### config.mk
export PLATFORM = sky130hd
export DESIGN_NAME = adc_control_registers
export DESIGN_NICKNAME = d
export VERILOG_FILES = /design/src/pkg/adc_ctrl_pkg.sv /design/src/core/adc_control_registers.sv
export SDC_FILE = /design/constraint.sdc
export NUM_CORES = 1
export LEC_CHECK = 0
export BUFFER_PORTS_ARGS = -buffer_cell sky130_fd_sc_hd__buf_2
export CAP_MARGIN = 10
export CORE_ASPECT_RATIO = 1.1
export CORE_UTILIZATION = 55
export DETAILED_ROUTE_END_ITERATION = 12
export PLACE_DENSITY_LB_ADDON = 0.25
export SYNTH_ARGS = -nofsm -noshare
export SYNTH_HDL_FRONTEND = slang
export SYNTH_SLANG_ARGS = --single-unit
### constraint.sdc
create_clock -name pclk -period 6.59 [get_ports pclk]
set_input_delay 0.659 -clock pclk [delete_from_list [all_inputs] [get_ports pclk]]
set_output_delay 0.659 -clock pclk [all_outputs]
set_load 0.05 [all_outputs]
### src/pkg/adc_ctrl_pkg.sv
// Functional notes
// reference field 7:5 picks supply, 1.1V, 2.2V, 4.096V or external pin.
// reference change during a conversion applies only once the conversion completes.
// bit 2 of the reference and gain register always reads zero.
// gain field: 00 gain 1, 01 gain 20, 10 gain 100, 11 reserved.
// adjust clear: right adjusted result, unused high bits read zero.
// adjust set: left adjusted result, low byte bits 5:0 read zero.
// reading low byte locks result until high byte is read.
// adjust bit changes result presentation immediately.
// enable one powers up; zero powers down and aborts a conversion.
// first conversion after enable takes 26 converter clocks, others 15.
// start write begins one conversion; in free running only the first.
// start bit reads one while converting; writing zero does nothing.
// auto trigger starts a conversion on rising edge of selected source.
// done flag sets when a conversion finishes and result is updated.
// done flag clears on interrupt vector or by writing one.
// interrupt requested while flag, interrupt enable and global enable are set.
// prescaler field divides system clock by 2,2,4,8,16,32,64,128.
// software writes zero to reserved control B bits 7:5.
// trigger source field 2:0 selects free running or one of seven flags.
// trigger source has no effect while auto trigger is off.
// switching to a source whose flag is set counts as rising edge; the code counts it only when the previous source's flag was clear.
// selecting free running never produces a trigger event.
// disable bit turns off pin input buffer; port input bit reads zero.
// channel change during a conversion applies only once it completes.
// differential results are ten-bit two's complement, 0x200 to 0x1FF.
// free running with auto trigger restarts on every completion.
// trigger edge during a conversion is ignored, not queued.
package adc_ctrl_pkg;
    // register indices, byte address is four times the index
    localparam logic [2:0] IDX_REF_GAIN = 3'h1;
    localparam logic [2:0] IDX_CTRL_A   = 3'h2;
    localparam logic [2:0] IDX_CTRL_B   = 3'h3;
    localparam logic [2:0] IDX_DIDR     = 3'h4;
    localparam logic [2:0] IDX_CHANNEL  = 3'h5;
    localparam logic [2:0] IDX_RES_LOW  = 3'h6;
    localparam logic [2:0] IDX_RES_HIGH = 3'h7;
    // control A fields
    localparam int EN_BIT    = 7;
    localparam int START_BIT = 6;
    localparam int ATE_BIT   = 5;
    localparam int FLAG_BIT  = 4;
    localparam int IE_BIT    = 3;
    // control B and reference fields
    localparam int LA_BIT    = 3;
    localparam int REF_LSB   = 5;
    // reference code for the external pin
    localparam logic [2:0] REF_EXT = 3'h4;
    localparam logic [2:0] TS_FREE = 3'h0;
    localparam logic [7:0] RST_BYTE = 8'h00;
    // conversion lengths in converter clocks
    localparam logic [4:0] FIRST_CYCLES  = 5'd26;
    localparam logic [4:0] NORMAL_CYCLES = 5'd15;
    typedef enum logic {CONV_IDLE, CONV_RUN} conv_state_t;
endpackage

### src/core/adc_control_registers.sv
// The APB register port was left to the implementer.
`timescale 1ns/10ps
module adc_control_registers
#(
    parameter int ADDR_W = 8
)
(
    // apb slave
    input  wire logic              pclk,
    input  wire logic              presetn,
    input  wire logic              psel,
    input  wire logic              penable,
    input  wire logic              pwrite,
    input  wire logic [ADDR_W-1:0] paddr,
    input  wire logic [31:0]       pwdata,
    output logic      [31:0]       prdata,
    output logic                   pready,
    output logic                   pslverr,
    // converter core
    input  wire logic [9:0]        core_result,
    output logic                   conv_power,
    output logic                   conv_busy,
    output logic                   conv_start,
    output logic                   conv_first,
    output logic      [5:0]        channel_applied,
    output logic      [1:0]        gain_applied,
    output logic      [1:0]        ref_level,
    output logic                   ref_internal_on,
    output logic                   ref_pin_connect,
    // trigger flags and interrupt
    input  wire logic [7:1]        trigger_flags,
    input  wire logic              global_irq_enable,
    input  wire logic              irq_vector_ack,
    output logic                   irq_request,
    // analog pins
    input  wire logic [7:0]        pin_level,
    output logic      [7:0]        pin_digital_input_off,
    output logic      [7:0]        port_input_bit
);
    // the decoder needs five address bits to reach every register
    if (ADDR_W < 5)
    begin : g_addr_check
        $error("ADDR_W must be at least 5");
    end

    logic                      acc_wait;
    logic                      en, ate, flag, ie, la, lock, need_init, trig_prev;
    logic [2:0]                ps, ts, ref_w, ref_a;
    logic [1:0]                gain_w;
    logic [5:0]                mux_w;
    logic [7:0]                didr, pin_s1, pin_s2;
    logic [9:0]                res;
    logic [6:0]                psc;
    logic [4:0]                cnt;
    adc_ctrl_pkg::conv_state_t state;

    // prescaler terminal count: divide by 2 for codes 0 and 1
    function automatic logic [6:0] presc_top(input logic [2:0] sel);
        logic [7:0] div;
        div = 8'h01 << ((sel == 3'h0) ? 3'h1 : sel);
        return 7'(div - 8'h01);
    endfunction

    // apb decode: aligned word, upper address bits zero
    wire logic [2:0] idx    = paddr[4:2];
    wire logic       mapped = (paddr[1:0] == 2'h0) && ((paddr >> 5) == '0) && (idx != 3'h0);
    wire logic       acc    = psel & penable;
    assign pready  = acc & acc_wait;
    assign pslverr = pready & ~mapped;
    wire logic       wr_ev  = pready & pwrite & mapped;
    wire logic       rd_ev  = pready & ~pwrite & mapped;
    wire logic       wr_a   = wr_ev && (idx == adc_ctrl_pkg::IDX_CTRL_A);

    // one wait state so read data always comes from a flop
    always_ff @(posedge pclk or negedge presetn)
    begin
        if (!presetn)
            acc_wait <= 1'b0;
        else
            acc_wait <= acc & ~acc_wait;
    end

    wire logic [7:0] res_lo = la ? {res[1:0], 6'h00} : res[7:0]; // see R05 see R06
    wire logic [7:0] res_hi = la ? res[9:2] : {6'h00, res[9:8]}; // see R05 see R06
    logic [7:0] rd_mux;

    always_comb
    begin
        rd_mux = 8'h00;
        if (!mapped)
            rd_mux = 8'h00;
        else if (idx == adc_ctrl_pkg::IDX_REF_GAIN)
            rd_mux = {ref_w, 3'h0, gain_w};
        else if (idx == adc_ctrl_pkg::IDX_CTRL_A)
            rd_mux = {en, conv_busy, ate, flag, ie, ps};
        else if (idx == adc_ctrl_pkg::IDX_CTRL_B)
            rd_mux = {4'h0, la, ts};
        else if (idx == adc_ctrl_pkg::IDX_DIDR)
            rd_mux = didr;
        else if (idx == adc_ctrl_pkg::IDX_CHANNEL)
            rd_mux = {2'h0, mux_w};
        else if (idx == adc_ctrl_pkg::IDX_RES_LOW)
            rd_mux = res_lo;
        else
            rd_mux = res_hi;
    end

    always_ff @(posedge pclk or negedge presetn)
    begin
        if (!presetn)
            prdata <= 32'h0000_0000;
        else if (acc && !acc_wait && !pwrite)
            prdata <= {24'h000000, rd_mux};
    end

    // software registers
    always_ff @(posedge pclk or negedge presetn)
    begin
        if (!presetn)
        begin
            en     <= 1'b0;
            ate    <= 1'b0;
            ie     <= 1'b0;
            ps     <= 3'h0;
            la     <= 1'b0;
            ts     <= 3'h0;
            ref_w  <= 3'h0;
            gain_w <= 2'h0;
            mux_w  <= 6'h00;
            didr   <= adc_ctrl_pkg::RST_BYTE;
        end
        else if (wr_ev)
        begin
            if (idx == adc_ctrl_pkg::IDX_CTRL_A)
            begin
                en  <= pwdata[adc_ctrl_pkg::EN_BIT];
                ate <= pwdata[adc_ctrl_pkg::ATE_BIT];
                ie  <= pwdata[adc_ctrl_pkg::IE_BIT];
                ps  <= pwdata[2:0];
            end
            else if (idx == adc_ctrl_pkg::IDX_CTRL_B)
            begin
                // reserved 7:5 are dropped; software keeps them zero
                la <= pwdata[adc_ctrl_pkg::LA_BIT];
                ts <= pwdata[2:0];
            end
            else if (idx == adc_ctrl_pkg::IDX_REF_GAIN)
            begin
                ref_w  <= pwdata[adc_ctrl_pkg::REF_LSB +: 3];
                gain_w <= pwdata[1:0];
            end
            else if (idx == adc_ctrl_pkg::IDX_CHANNEL)
                mux_w <= pwdata[5:0];
            else if (idx == adc_ctrl_pkg::IDX_DIDR)
                didr <= pwdata[7:0];
        end
    end

    // start sources
    wire logic en_next  = wr_a ? pwdata[adc_ctrl_pkg::EN_BIT] : en;
    wire logic sw_start = wr_a & pwdata[adc_ctrl_pkg::START_BIT] & en_next; // see R11
    wire logic trig_sig = (ts == adc_ctrl_pkg::TS_FREE) ? 1'b0 : trigger_flags[ts];
    // the edge detector follows the selection, so a switch from a clear flag to a set one counts as an edge
    wire logic trig_edge = en & ate & trig_sig & ~trig_prev; // see R13 see R20
    wire logic tick      = (state == adc_ctrl_pkg::CONV_RUN) && (psc == presc_top(ps));
    wire logic [4:0] target = conv_first ? adc_ctrl_pkg::FIRST_CYCLES
                                         : adc_ctrl_pkg::NORMAL_CYCLES;
    wire logic complete  = tick && (cnt == 5'(target - 5'd1));
    wire logic fr_start  = complete & en_next & ate & (ts == adc_ctrl_pkg::TS_FREE);
    wire logic idle      = (state == adc_ctrl_pkg::CONV_IDLE);
    // edges while running are dropped, there is no pending latch
    wire logic go = en_next & ((idle & (sw_start | trig_edge)) | fr_start);

    always_ff @(posedge pclk or negedge presetn)
    begin
        if (!presetn)
            trig_prev <= 1'b0;
        else
            trig_prev <= trig_sig;
    end

    // conversion sequencer
    always_ff @(posedge pclk or negedge presetn)
    begin
        if (!presetn)
            state <= adc_ctrl_pkg::CONV_IDLE;
        else if (!en_next)
            state <= adc_ctrl_pkg::CONV_IDLE;
        else
        begin
            case (state)
                adc_ctrl_pkg::CONV_IDLE:
                    if (go)
                        state <= adc_ctrl_pkg::CONV_RUN;
                adc_ctrl_pkg::CONV_RUN:
                    if (complete && !go)
                        state <= adc_ctrl_pkg::CONV_IDLE;
                default:
                    state <= adc_ctrl_pkg::CONV_IDLE;
            endcase
        end
    end

    // prescaler restarts with each conversion so the first period is whole
    always_ff @(posedge pclk or negedge presetn)
    begin
        if (!presetn)
        begin
            psc <= 7'h00;
            cnt <= 5'h00;
        end
        else if (go || idle)
        begin
            psc <= 7'h00;
            cnt <= 5'h00;
        end
        else if (tick)
        begin
            psc <= 7'h00;
            cnt <= cnt + 5'd1;
        end
        else
            psc <= psc + 7'd1;
    end

    always_ff @(posedge pclk or negedge presetn)
    begin
        if (!presetn)
        begin
            need_init  <= 1'b0;
            conv_first <= 1'b0;
            conv_start <= 1'b0;
        end
        else
        begin
            conv_start <= go;
            if (go)
            begin
                conv_first <= need_init | (en_next & ~en);
                need_init  <= 1'b0;
            end
            else if (en_next && !en)
                need_init <= 1'b1;
        end
    end

    // done flag: a completion in the clearing cycle wins
    always_ff @(posedge pclk or negedge presetn)
    begin
        if (!presetn)
            flag <= 1'b0;
        else if (complete)
            flag <= 1'b1;
        else if (irq_vector_ack || (wr_a && pwdata[adc_ctrl_pkg::FLAG_BIT]))
            flag <= 1'b0;
    end

    // result kept raw; differential codes stay two's complement
    always_ff @(posedge pclk or negedge presetn)
    begin
        if (!presetn)
        begin
            res  <= 10'h000;
            lock <= 1'b0;
        end
        else
        begin
            if (complete && !lock)
                res <= core_result;
            if (rd_ev && idx == adc_ctrl_pkg::IDX_RES_LOW)
                lock <= 1'b1;
            else if (rd_ev && idx == adc_ctrl_pkg::IDX_RES_HIGH)
                lock <= 1'b0;
        end
    end

    // selections reach the analog side only between conversions
    always_ff @(posedge pclk or negedge presetn)
    begin
        if (!presetn)
        begin
            ref_a           <= 3'h0;
            gain_applied    <= 2'h0;
            channel_applied <= 6'h00;
        end
        else if ((idle && !go) || complete)
        begin
            ref_a           <= ref_w;
            gain_applied    <= gain_w;
            channel_applied <= mux_w;
        end
    end

    // supply and external both give level zero; the pin flag tells them apart
    assign ref_internal_on = (ref_a != adc_ctrl_pkg::REF_EXT) && (ref_a != 3'h0);
    assign ref_pin_connect = ref_a[2];
    assign ref_level       = ref_a[1:0];
    assign conv_busy       = ~idle;
    assign conv_power      = en;
    assign irq_request     = flag & ie & global_irq_enable;

    // pin inputs are asynchronous
    always_ff @(posedge pclk or negedge presetn)
    begin
        if (!presetn)
        begin
            pin_s1         <= 8'h00;
            pin_s2         <= 8'h00;
            port_input_bit <= 8'h00;
        end
        else
        begin
            pin_s1         <= pin_level;
            pin_s2         <= pin_s1;
            port_input_bit <= pin_s2 & ~didr;
        end
    end
    assign pin_digital_input_off = didr;

    // helper: clocks since start, independent of the sequencer counter
    logic [4:0] chk_ticks;
    always_ff @(posedge pclk or negedge presetn)
    begin
        if (!presetn)
            chk_ticks <= 5'h00;
        else if (conv_start)
            chk_ticks <= 5'h00;
        else if (tick)
            chk_ticks <= chk_ticks + 5'd1;
    end

    AST_FIRST_LEN: assert property (@(posedge pclk) disable iff (!presetn)
        complete && !conv_start |-> chk_ticks == (conv_first ? 5'd25 : 5'd14))
        else $error("conversion length wrong");
    AST_REF_RES: assert property (@(posedge pclk) disable iff (!presetn)
        rd_ev && idx == adc_ctrl_pkg::IDX_REF_GAIN |-> prdata[2] == 1'b0)
        else $error("reserved bit read one");
    AST_RIGHT: assert property (@(posedge pclk) disable iff (!presetn)
        rd_ev && idx == adc_ctrl_pkg::IDX_RES_HIGH && !la |-> prdata[7:2] == 6'h00)
        else $error("right adjust high bits not zero");
    AST_LEFT: assert property (@(posedge pclk) disable iff (!presetn)
        rd_ev && idx == adc_ctrl_pkg::IDX_RES_LOW && la |-> prdata[5:0] == 6'h00)
        else $error("left adjust low bits not zero");
    AST_LOCK: assert property (@(posedge pclk) disable iff (!presetn)
        lock && complete |=> $stable(res))
        else $error("locked result changed");
    AST_ABORT: assert property (@(posedge pclk) disable iff (!presetn)
        wr_a && !pwdata[adc_ctrl_pkg::EN_BIT] |=> !conv_busy ##1 !conv_busy)
        else $error("disable did not abort");
    AST_FLAG: assert property (@(posedge pclk) disable iff (!presetn)
        complete |=> flag)
        else $error("flag not set on completion");
    AST_IRQ: assert property (@(posedge pclk) disable iff (!presetn)
        complete && ie && global_irq_enable |=> irq_request)
        else $error("interrupt not raised");
    AST_HOLD_SEL: assert property (@(posedge pclk) disable iff (!presetn) // see R02
        conv_busy && !complete |=> $stable(ref_a) && $stable(channel_applied))
        else $error("selection changed mid conversion");
    AST_NO_QUEUE: assert property (@(posedge pclk) disable iff (!presetn)
        conv_start |-> !$past(conv_busy) || $past(complete))
        else $error("start during a conversion");
    AST_DIDR: assert property (@(posedge pclk) disable iff (!presetn)
        didr != 8'h00 ##1 $stable(didr) |-> (port_input_bit & didr) == 8'h00)
        else $error("disabled pin reads one");
    AST_FLAG_CLEAR: assert property (@(posedge pclk) disable iff (!presetn)
        irq_vector_ack && !complete |=> !flag)
        else $error("flag not cleared by vector");
    AST_START_ZERO: assert property (@(posedge pclk) disable iff (!presetn)
        wr_a && !pwdata[adc_ctrl_pkg::START_BIT] && !conv_busy && !ate |=> !conv_busy)
        else $error("zero start began a conversion");
    AST_TRIG_START: assert property (@(posedge pclk) disable iff (!presetn)
        trig_edge && idle && en_next |=> conv_busy)
        else $error("trigger edge did not start");
    AST_FREE_RUN: assert property (@(posedge pclk) disable iff (!presetn)
        complete && en && ate && ts == adc_ctrl_pkg::TS_FREE && !wr_a |=> conv_busy && conv_start)
        else $error("free running did not restart");
endmodule

==> results of run 1 <==
==> kinds of logic after synthesis <==
family                     share of synthesized area
AOI/OAI and AO/OA                            0.09913
other                                      0.0007717
xor gates and xnor gates                     0.01622
DFF                                           0.5252
buffers and inverters                        0.06977
adders and majority gates                   0.005149
and+or+nand+nor                               0.1434
muxes                                         0.1403
==> Yosys cell counts (4+ instances only) <==
cell type and number:
mux2_4 10, nand2b_1 5, a22oi_1 6, nand2_1 49, inv_1 14, xor2_1 5, mux2i_1 10, xnor2_1 4
clkbuf_1 9, mux2_2 36, and3_1 9, nor3b_1 5, dfrtp_1 102, o21ai_0 15, a31oi_1 4, nand3_1 10
a21oi_1 10, buf_4 25, nor2_1 29, nor2b_1 15
==> power by group through the flow <==
stage                     sequential [mW]  combinational (mW)  clock (mW)
after floorplan                     0.662              0.0679           0
after global placement              0.650               0.106           0
after detailed placement            0.650               0.108           0
after CTS                           0.638               0.108       0.378
after global routing                0.639               0.116       0.404
final                               0.638               0.108       0.373
==> worst register-to-register path: cells and delay by family (launching register included) <==
family | cells | cell delay (ps)
AND/OR/NAND/NOR | 3 | 1470
multiplexers | 2 | 880
flip-flops | 1 | 370
AO/OA/AOI/OAI | 1 | 150
==> per-layer routing <==
metal | share of wire | routed length [um] | vias up
met5 | 0 | 0 | -
met4 | 0.025 | 261 | 0
met1 | 0.45 | 4618 | 1755
met3 | 0.057 | 588 | 20
li1 | - | - | 1626
met2 | 0.47 | 4798 | 127
==> final timing paths <==
kind	startpoint	endpoint	slack, ps	cells after the start
max in group asynchronous	presetn	ps[1]	5160	2
setup / recovery	paddr[0]	ref_a[0]	3320	7
setup reg to reg	acc_wait	ref_a[0]	3620	6
min in group pclk	pin_s1[0]	pin_s2[0]	360	0
hold / removal	presetn	psc[4]	290	1
hold reg to reg	pin_s1[0]	pin_s2[0]	360	0
==> registers in the layout (all words and copies together), names as in the netlist, 3 cells and up <==
signal	count
cnt	5
res	10
mux_w	6
ref_a	3
prdata	8
pin_s1	8
pin_s2	8
ps	3
pin_digital_input_off	8
psc	7
channel_applied	6
ref_w	3
port_input_bit	8
ts	3
==> area by class of cell <==
| cell class | instances | area, um2 |
|---|---|---|
| Multi-Input combinational cell | 297 | 2054 |
| Sequential cell | 102 | 2552 |
| Fill cell | 724 | 3053 |
| Clock inverter | 6 | 56.30 |
| Inverter | 14 | 52.55 |
| Clock buffer | 10 | 127.6 |
| Tap cell | 111 | 138.9 |
| Timing Repair Buffer | 91 | 460.4 |
==> stage by stage <==
step	hold WS (ps)	instances	worst slack (ps)
final	290.1	631	3318
after global routing	342.5	631	3109
after CTS	311.7	631	3315
after detailed placement	336.4	615	2910
after global placement	332.7	615	2993
after floorplan	331.2	452	3760
==> flow_summary.ini, run 1 <==
[run_status]
status = complete, no violations

[route]
drt-total-wl_um = 10270
route.vias.total = 3528
antenna_left = 0
drt-wirelength-per-cell_um = 16.27
detail_route.first_pass.iterations = 5
vias_per_inst = 5.591
drc = 0
drt_iter0_markers = 328

[clock_network]
cts_inserted_buffers = 9
post_cts.resized_instances = 0
cts_tree = yes
clock_pin_slew_on_the_worst_setup_and_hold_paths_ps = 100
cts-root-to-sink-buffers = 2
tritoncts_num_sinks = 102
clock_tree.htree_level_count = 3
cts_hold_buffers = 0
post_cts.repair.setup_buffers = 0
clk-insertion-delay-late_ps = 370
cts_root_buf = clkbuf_8

[setup_path]
data_arrival_critical_path_ps = 3540
cp_max_delay_cell = nor4_4
timing.critical_path.required_ps = 6860
critical_path.top_delay_family = simple AND/OR/NAND/NOR gates
critPathBufInv = 1
endpoint_kind = register
cp-start-kind = input port
worst-setup-path-type = input port to register
worst_path_largest_cell_delay_ps = 620
crit_path_max_fanout = 11
crit_chain = buf_2, or4_4, nor4_4, mux2i_1, a22oi_1, nand2_1, mux2_2

[timing]
relSlewSlack = 0.3573
final_hold_fails = 0
final.setup.tns_ps = 0
max_slew.worst_pin.slew_ps = 950.7
setup_viol = 0
finalCritPeriodShare = 0.4965
min_period_ps = 3272
worst_clock_skew_ps = 12.94
max_freq_mhz = 305.6
rsz0062_at_grt = false
final_max_slew_viol_count = 0

[global_routing]
vias_in_the_first_global_route = 3389
maximum_number_of_pins_on_one_net_before_global_route_repair = 57
antenna_found_initial = 0
grt.total_usage = 0.2363
met2_usage = 0.3609
grt_most_used_layer = met2
met1_track_utilization_from_global_routing = 0.3340
globalRouteOverflowTotal = 0
met3_layer_usage_reported_by_global_route = 0.03846
grt_pass1_wl_um = 16820

[synthesis]
synth.avg_cell_area_um2 = 11.33
synth_top_area_frac = 0.5252
yosys.cell_types.count = 60
synth-main-ff-cell = dfrtp_1
ys_warn_count = 0
synthesis.instances = 429
ys_top_cells_by_area = dfrtp_1 (53%), mux2_2 (8.3%), buf_4 (3.9%)
synth_edf_count = 0
post_synth_arst_share = 1.000
synth_seq_cells = 102
synth_area_mm2 = 0.004860
synth.largest_area_cell = dfrtp_1
synth-seq-area-share = 0.5252

[power]
p_comb_frac = 0.096
power_report.internal_total_mw = 0.8042
seq_power_share = 0.570
share_of_power_burned_in_the_clock_network = 0.334
vdd_drop_max_mv = 0.1315
post-layout-total-power_mw = 1.119
sw_frac_of_total = 0.2814
switching_power_mw = 0.3148
power_leakage_nw = 2.736
power-per-cell-area_mw_per_mm2 = 205.6

[die]
floorplan.die_area_mm2 = 0.009216
dieHeight_um = 100.6
cell_row_count = 35
start_util = 0.5720
chipWidth_um = 91.63
floorplan.core_area_mm2 = 0.008496
design.portCount = 139

[placed_design]
hpwlAfterDp_um = 7309
place.port_buffers = 90
placement.cell_area_mm2 = 0.005259
last_weighted_congestion_value_of_the_routability_driven_placer = 0.8351

[finish]
number_of_diodes = 0
layout-area-overhead-vs-synth_pct = 12.00
mostFrequentLayoutCells = dfrtp_1 (102), buf_2 (89), nand2_1 (49), mux2_2 (36), nor2_1 (29)
finish.utilization = 0.6406
layout_commonest_cell = dfrtp_1
final_area_mm2 = 0.005443
finalNetCount = 589
drive_gt1_frac = 0.3077

[run]
timing.max_cap.violations = 0

[worst_hold_path]
holdCritPathClass = input port to async pin
No activity file was read; power rests on OpenSTA's default activity.
==> run 2: changes to the inputs <==
--- a/config.mk
+++ b/config.mk
@@ -8,7 +8,7 @@
 export BUFFER_PORTS_ARGS = -buffer_cell sky130_fd_sc_hd__buf_2
 export CAP_MARGIN = 10
 export CORE_ASPECT_RATIO = 1.1
-export CORE_UTILIZATION = 55
+export CORE_UTILIZATION = 52
 export DETAILED_ROUTE_END_ITERATION = 12
 export PLACE_DENSITY_LB_ADDON = 0.25
 export SYNTH_ARGS = -nofsm -noshare
==> constraint.sdc (replaced) <==
create_clock -name pclk -period 3.25 [get_ports pclk]
set_input_delay 0.325 -clock pclk [delete_from_list [all_inputs] [get_ports pclk]]
set_output_delay 0.325 -clock pclk [all_outputs]
set_load 0.05 [all_outputs]
==> flow_summary.ini, run 2 (synthesized netlist as in run 1, its figures left out) <==
[run_status]
status = complete, but fails checks
violated_checks = hold timing

[timing]
relSlewSlack = 0.5195
max_slew.worst_pin.slew_ps = 720.7
finalCritPeriodShare = 0.8421
min_period_ps = 2737
setup_viol = 0
final_max_slew_viol_count = 0
max_freq_mhz = 365.4
post-route-worst-setup-slack_ps = 513.0
hold_slack_ps = -5.856
final.setup.tns_ps = 0
final_hold_fails = 2
worst_clock_skew_ps = 6.829
rsz0062_at_grt = false

[placed_design]
hpwlAfterDp_um = 7658
dp.cells = 627
place_worst_setup_slack_ps = 520.5
last_weighted_congestion_value_of_the_routability_driven_placer = 0.8735
place.port_buffers = 90

[die]
start_util = 0.5422
dieHeight_um = 103.4
chipWidth_um = 94.18
floorplan.core_area_mm2 = 0.008964
floorplan.die_area_mm2 = 0.009737
cell_row_count = 36
design.portCount = 139

[finish]
layout-area-overhead-vs-synth_pct = 13.70
mostFrequentLayoutCells = dfrtp_1 (102), buf_2 (89), nand2_1 (49), mux2_2 (36), nor2_1 (29)
drive_gt1_frac = 0.3214
number_of_diodes = 0
largest_register_ffs = 10
finalNetCount = 598
final_cell_count_no_fill = 643
layout_commonest_cell = dfrtp_1
largest_register = res

[clock_network]
clock_tree.htree_level_count = 3
cts_hold_buffers = 0
cts_inserted_buffers = 9
post_cts.repair.setup_buffers = 0
cts_tree = yes
cts-root-to-sink-buffers = 2
tritoncts_num_sinks = 102
clk-insertion-delay-late_ps = 380
clock_pin_slew_on_the_worst_setup_and_hold_paths_ps = 100
post_cts.resized_instances = 0
cts_root_buf = clkbuf_8

[global_routing]
antenna_found_initial = 0
vias_in_the_first_global_route = 3389
grt.total_usage = 0.2308
globalRouteOverflowTotal = 0
maximum_number_of_pins_on_one_net_before_global_route_repair = 58
grt_pass1_wl_um = 16730

[power]
seq_power_share = 0.559
vdd_drop_max_mv = 0.3280
sw_frac_of_total = 0.2663
p_comb_frac = 0.095
switching_power_mw = 0.6164
power-per-cell-area_mw_per_mm2 = 418.8
share_of_power_burned_in_the_clock_network = 0.346
power_leakage_nw = 2.791
power_report.internal_total_mw = 1.698

[route]
vias_per_inst = 5.468
antenna_left = 0
detail_route.first_pass.iterations = 4
drt-wirelength-per-cell_um = 16.13
route.vias.total = 3516
drt-total-wl_um = 10370
drc = 0
drt_iter0_markers = 267

[setup_path]
crit_path_max_fanout = 10
timing.critical_path.required_ps = 3520
rr_endpoint = res[9]
r2r.worst_path.cells = 6
endpoint_kind = register
regToRegSetupSlack_ps = 510
r2r_start = ps[0]
data_arrival_critical_path_ps = 3000
worst-setup-path-type = register to register
cp-start-kind = register

[worst_hold_path]
holdCritPathClass = input port to async pin

[run]
timing.max_cap.violations = 0
run 2: routing by layer:
layer,share of wire,track usage
met1,0.44,0.2981
met2,0.49,0.3807
met3,0.049,0.04386
met4,0.023,0.1030
met5,0,0
run 2: final cells by class:
class                           count  area, um2
Clock buffer                        9      123.9
Clock inverter                      7      71.32
Fill cell                         762       3438
Inverter                           14      52.55
Multi-Input combinational cell    297       2054
Sequential cell                   102       2552
Tap cell                          114      142.6
Timing Repair Buffer              100      528.0
run 2: how the worst max path moves through the flow:
stage | start | to | slack [ps] | cells past startpoint
6_report | ps[0] | res[9] | 510 | 6
2_1_floorplan | paddr[0] | channel_applied[0] | 750 | 7
5_1_grt | ps[0] | res[5] | 340 | 6
3_5_place_dp | ps[0] | res[1] | 520 | 6
4_1_cts | ps[0] | res[9] | 500 | 6
3_3_place_gp | paddr[0] | ref_a[0] | 550 | 8
run 2: critical path, stage by stage (launching register included):
cell and delay [ps]:
dfrtp_1 470, nand2_1 80, a211o_1 330, a2111oi_4 540, nand3_1 330, nor2_2 490, mux2_2 390
run 2: power by group through the flow:
stage	Combinational [mW]	Clock (mW)	Sequential, mW
after global placement	0.219	0	1.32
final	0.220	0.801	1.29
after CTS	0.222	0.824	1.29
after detailed placement	0.221	0	1.32
after global routing	0.240	0.869	1.30
after floorplan	0.138	0	1.34
run 2: metrics by stage:
stage	cell area, um2	utilization	power, mW
after floorplan	4946	-	1.479
final	5525	0.6164	2.314
after CTS	5525	0.6164	2.340
after detailed placement	5330	0.5946	1.540
after global routing	5525	0.6164	2.404
after global placement	5330	0.5946	1.537
==> run 3: changes to the inputs <==
--- a/config.mk
+++ b/config.mk
@@ -8,7 +8,7 @@
 export BUFFER_PORTS_ARGS = -buffer_cell sky130_fd_sc_hd__buf_2
 export CAP_MARGIN = 10
 export CORE_ASPECT_RATIO = 1.1
-export CORE_UTILIZATION = 52
+export CORE_UTILIZATION = 47
 export DETAILED_ROUTE_END_ITERATION = 12
 export PLACE_DENSITY_LB_ADDON = 0.25
 export SYNTH_ARGS = -nofsm -noshare
==> constraint.sdc (replaced) <==
create_clock -name pclk -period 2.4 [get_ports pclk]
set_input_delay 0.24 -clock pclk [delete_from_list [all_inputs] [get_ports pclk]]
set_output_delay 0.24 -clock pclk [all_outputs]
set_load 0.05 [all_outputs]
==> flow_summary.ini, run 3 (synthesized netlist as in run 1, its figures left out) <==
[global_routing]
grt_pass1_wl_um = 17850
globalRouteOverflowTotal = 0
antenna_found_initial = 0
vias_in_the_first_global_route = 3577
grt.total_usage = 0.2194
maximum_number_of_pins_on_one_net_before_global_route_repair = 44

[die]
design.portCount = 139
floorplan.die_area_mm2 = 0.01075
chipWidth_um = 98.95
floorplan.core_area_mm2 = 0.009937
start_util = 0.4890
cell_row_count = 38
dieHeight_um = 108.6

[route]
drt-total-wl_um = 11080
antenna_left = 0
met3RoutedLength_um = 492
drt_iter0_markers = 179
route.top_layer_used = met4
drt-wirelength-per-cell_um = 16.37
route.vias.total = 3582
dr_wl_met2_um = 5469
vias_per_inst = 5.291
drc = 0
m1WireLength_um = 4938
detail_route.first_pass.iterations = 4

[power]
vdd_drop_max_mv = 0.3034
power-per-cell-area_mw_per_mm2 = 564.1
power_leakage_nw = 2.959
post-layout-total-power_mw = 3.312

[timing]
max_slew.worst_pin.slew_ps = 546.0
setup_viol = 0
final.setup.tns_ps = 0
relSlewSlack = 0.6360
worst_clock_skew_ps = 12.91
hold_slack_ps = 89.30
min_period_ps = 2399
max_freq_mhz = 416.8
finalCritPeriodShare = 0.9997
final_max_slew_viol_count = 0
rsz0062_at_grt = true
final_hold_fails = 0

[finish]
mostFrequentLayoutCells = dfrtp_1 (100), buf_2 (89), nand2_1 (48), mux2_2 (36), nor2_1 (29)
final_area_mm2 = 0.005871
number_of_diodes = 0
layout_commonest_cell = dfrtp_1
final_cell_count_no_fill = 677
finalNetCount = 626
largest_register = res
drive_gt1_frac = 0.3519
fillers = 833
layout-area-overhead-vs-synth_pct = 20.80
largest_register_ffs = 10

[setup_path]
worst-setup-path-type = register to register
cp_max_delay_cell = mux4_2
endpoint_kind = register
timing.critical_path.required_ps = 2670
r2r.worst_path.cells = 7
worst_path_largest_cell_delay_ps = 510
cp-start-kind = register
crit_path_max_fanout = 5
crit_chain = mux2i_1, mux4_2, or4_4, a22oi_2, nand2_2, clkbuf_16, mux2_4
data_arrival_critical_path_ps = 2670

[clock_network]
cts_inserted_buffers = 9
tritoncts_num_sinks = 102
cts-root-to-sink-buffers = 2
clock_pin_slew_on_the_worst_setup_and_hold_paths_ps = 100
clk-insertion-delay-late_ps = 380
cts_tree = yes
clock_tree.htree_level_count = 3
cts_root_buf = clkbuf_8

[worst_hold_path]
worst_hold_path.num_cells = 2
holdCritPathClass = input port to register

[placed_design]
dp.cells = 650
hpwlAfterDp_um = 7975
last_weighted_congestion_value_of_the_routability_driven_placer = 0.8024
place.port_buffers = 90
placement.cell_area_mm2 = 0.005504

[run_status]
status = complete, no violations

[run]
timing.max_cap.violations = 0
[run 3: final timing paths]
kind / from / end / slack (ps)
min in group asynchronous: presetn / acc_wait / 380
max reg2reg: ts[0] / channel_applied[1] / 0.7
min: core_result[9] / res[9] / 90
max: ts[0] / channel_applied[1] / 0.7
min reg2reg: pin_s1[0] / pin_s2[0] / 350
max in group asynchronous: presetn / lock / 1360
[run 3: final cells by class]
class	instances	area, um2	share of cell area
sequential	102	2555	0.4352
multi-input combinational	297	2066	0.3519
timing repair buffer	128	815.8	0.1390
tap	120	150.1	0.02558
clock buffer	10	137.6	0.02344
clock inverter	6	93.84	0.01598
inverter	14	52.55	0.008951
[run 3: timing repair]
action	4_1_cts	5_1_grt
hold buffers	9	0
gates resized for setup	5	1
cloned	1	0
endpoints found under the hold margin	47	0
setup buffers	0	1
endpoints found under the setup margin	12	11
pin swaps	2	1
[run 3: worst max-delay path: cells and delay by family (launching register included)]
kind            cells  cell delay (ps)
mux                 3              920
compound gates      1              140
buf+inv             1              190
simple gates        2              570
flops               1              460
[run 3: where the power goes]
group | switching [mW] | internal [mW]
sequential | 0.00938 | 1.74
clock | 0.614 | 0.625
combinational | 0.233 | 0.0884
[run 3: metal layers]
layer / up-vias / track usage
li1: 1700 / -
met1: 1779 / 0.2910
met2: 90 / 0.3701
met3: 13 / 0.02692
met4: 0 / 0.08635
met5: - / 0
[run 3: metrics by stage]
stage / setup WS (ps) / utilization
detailed placement: -100.7 / 0.5539
global placement: -68.75 / 0.5539
floorplan: 6.104 / -
finish: 0.7454 / 0.5908
CTS: -8.531 / 0.5903
global route: -35.06 / 0.5908
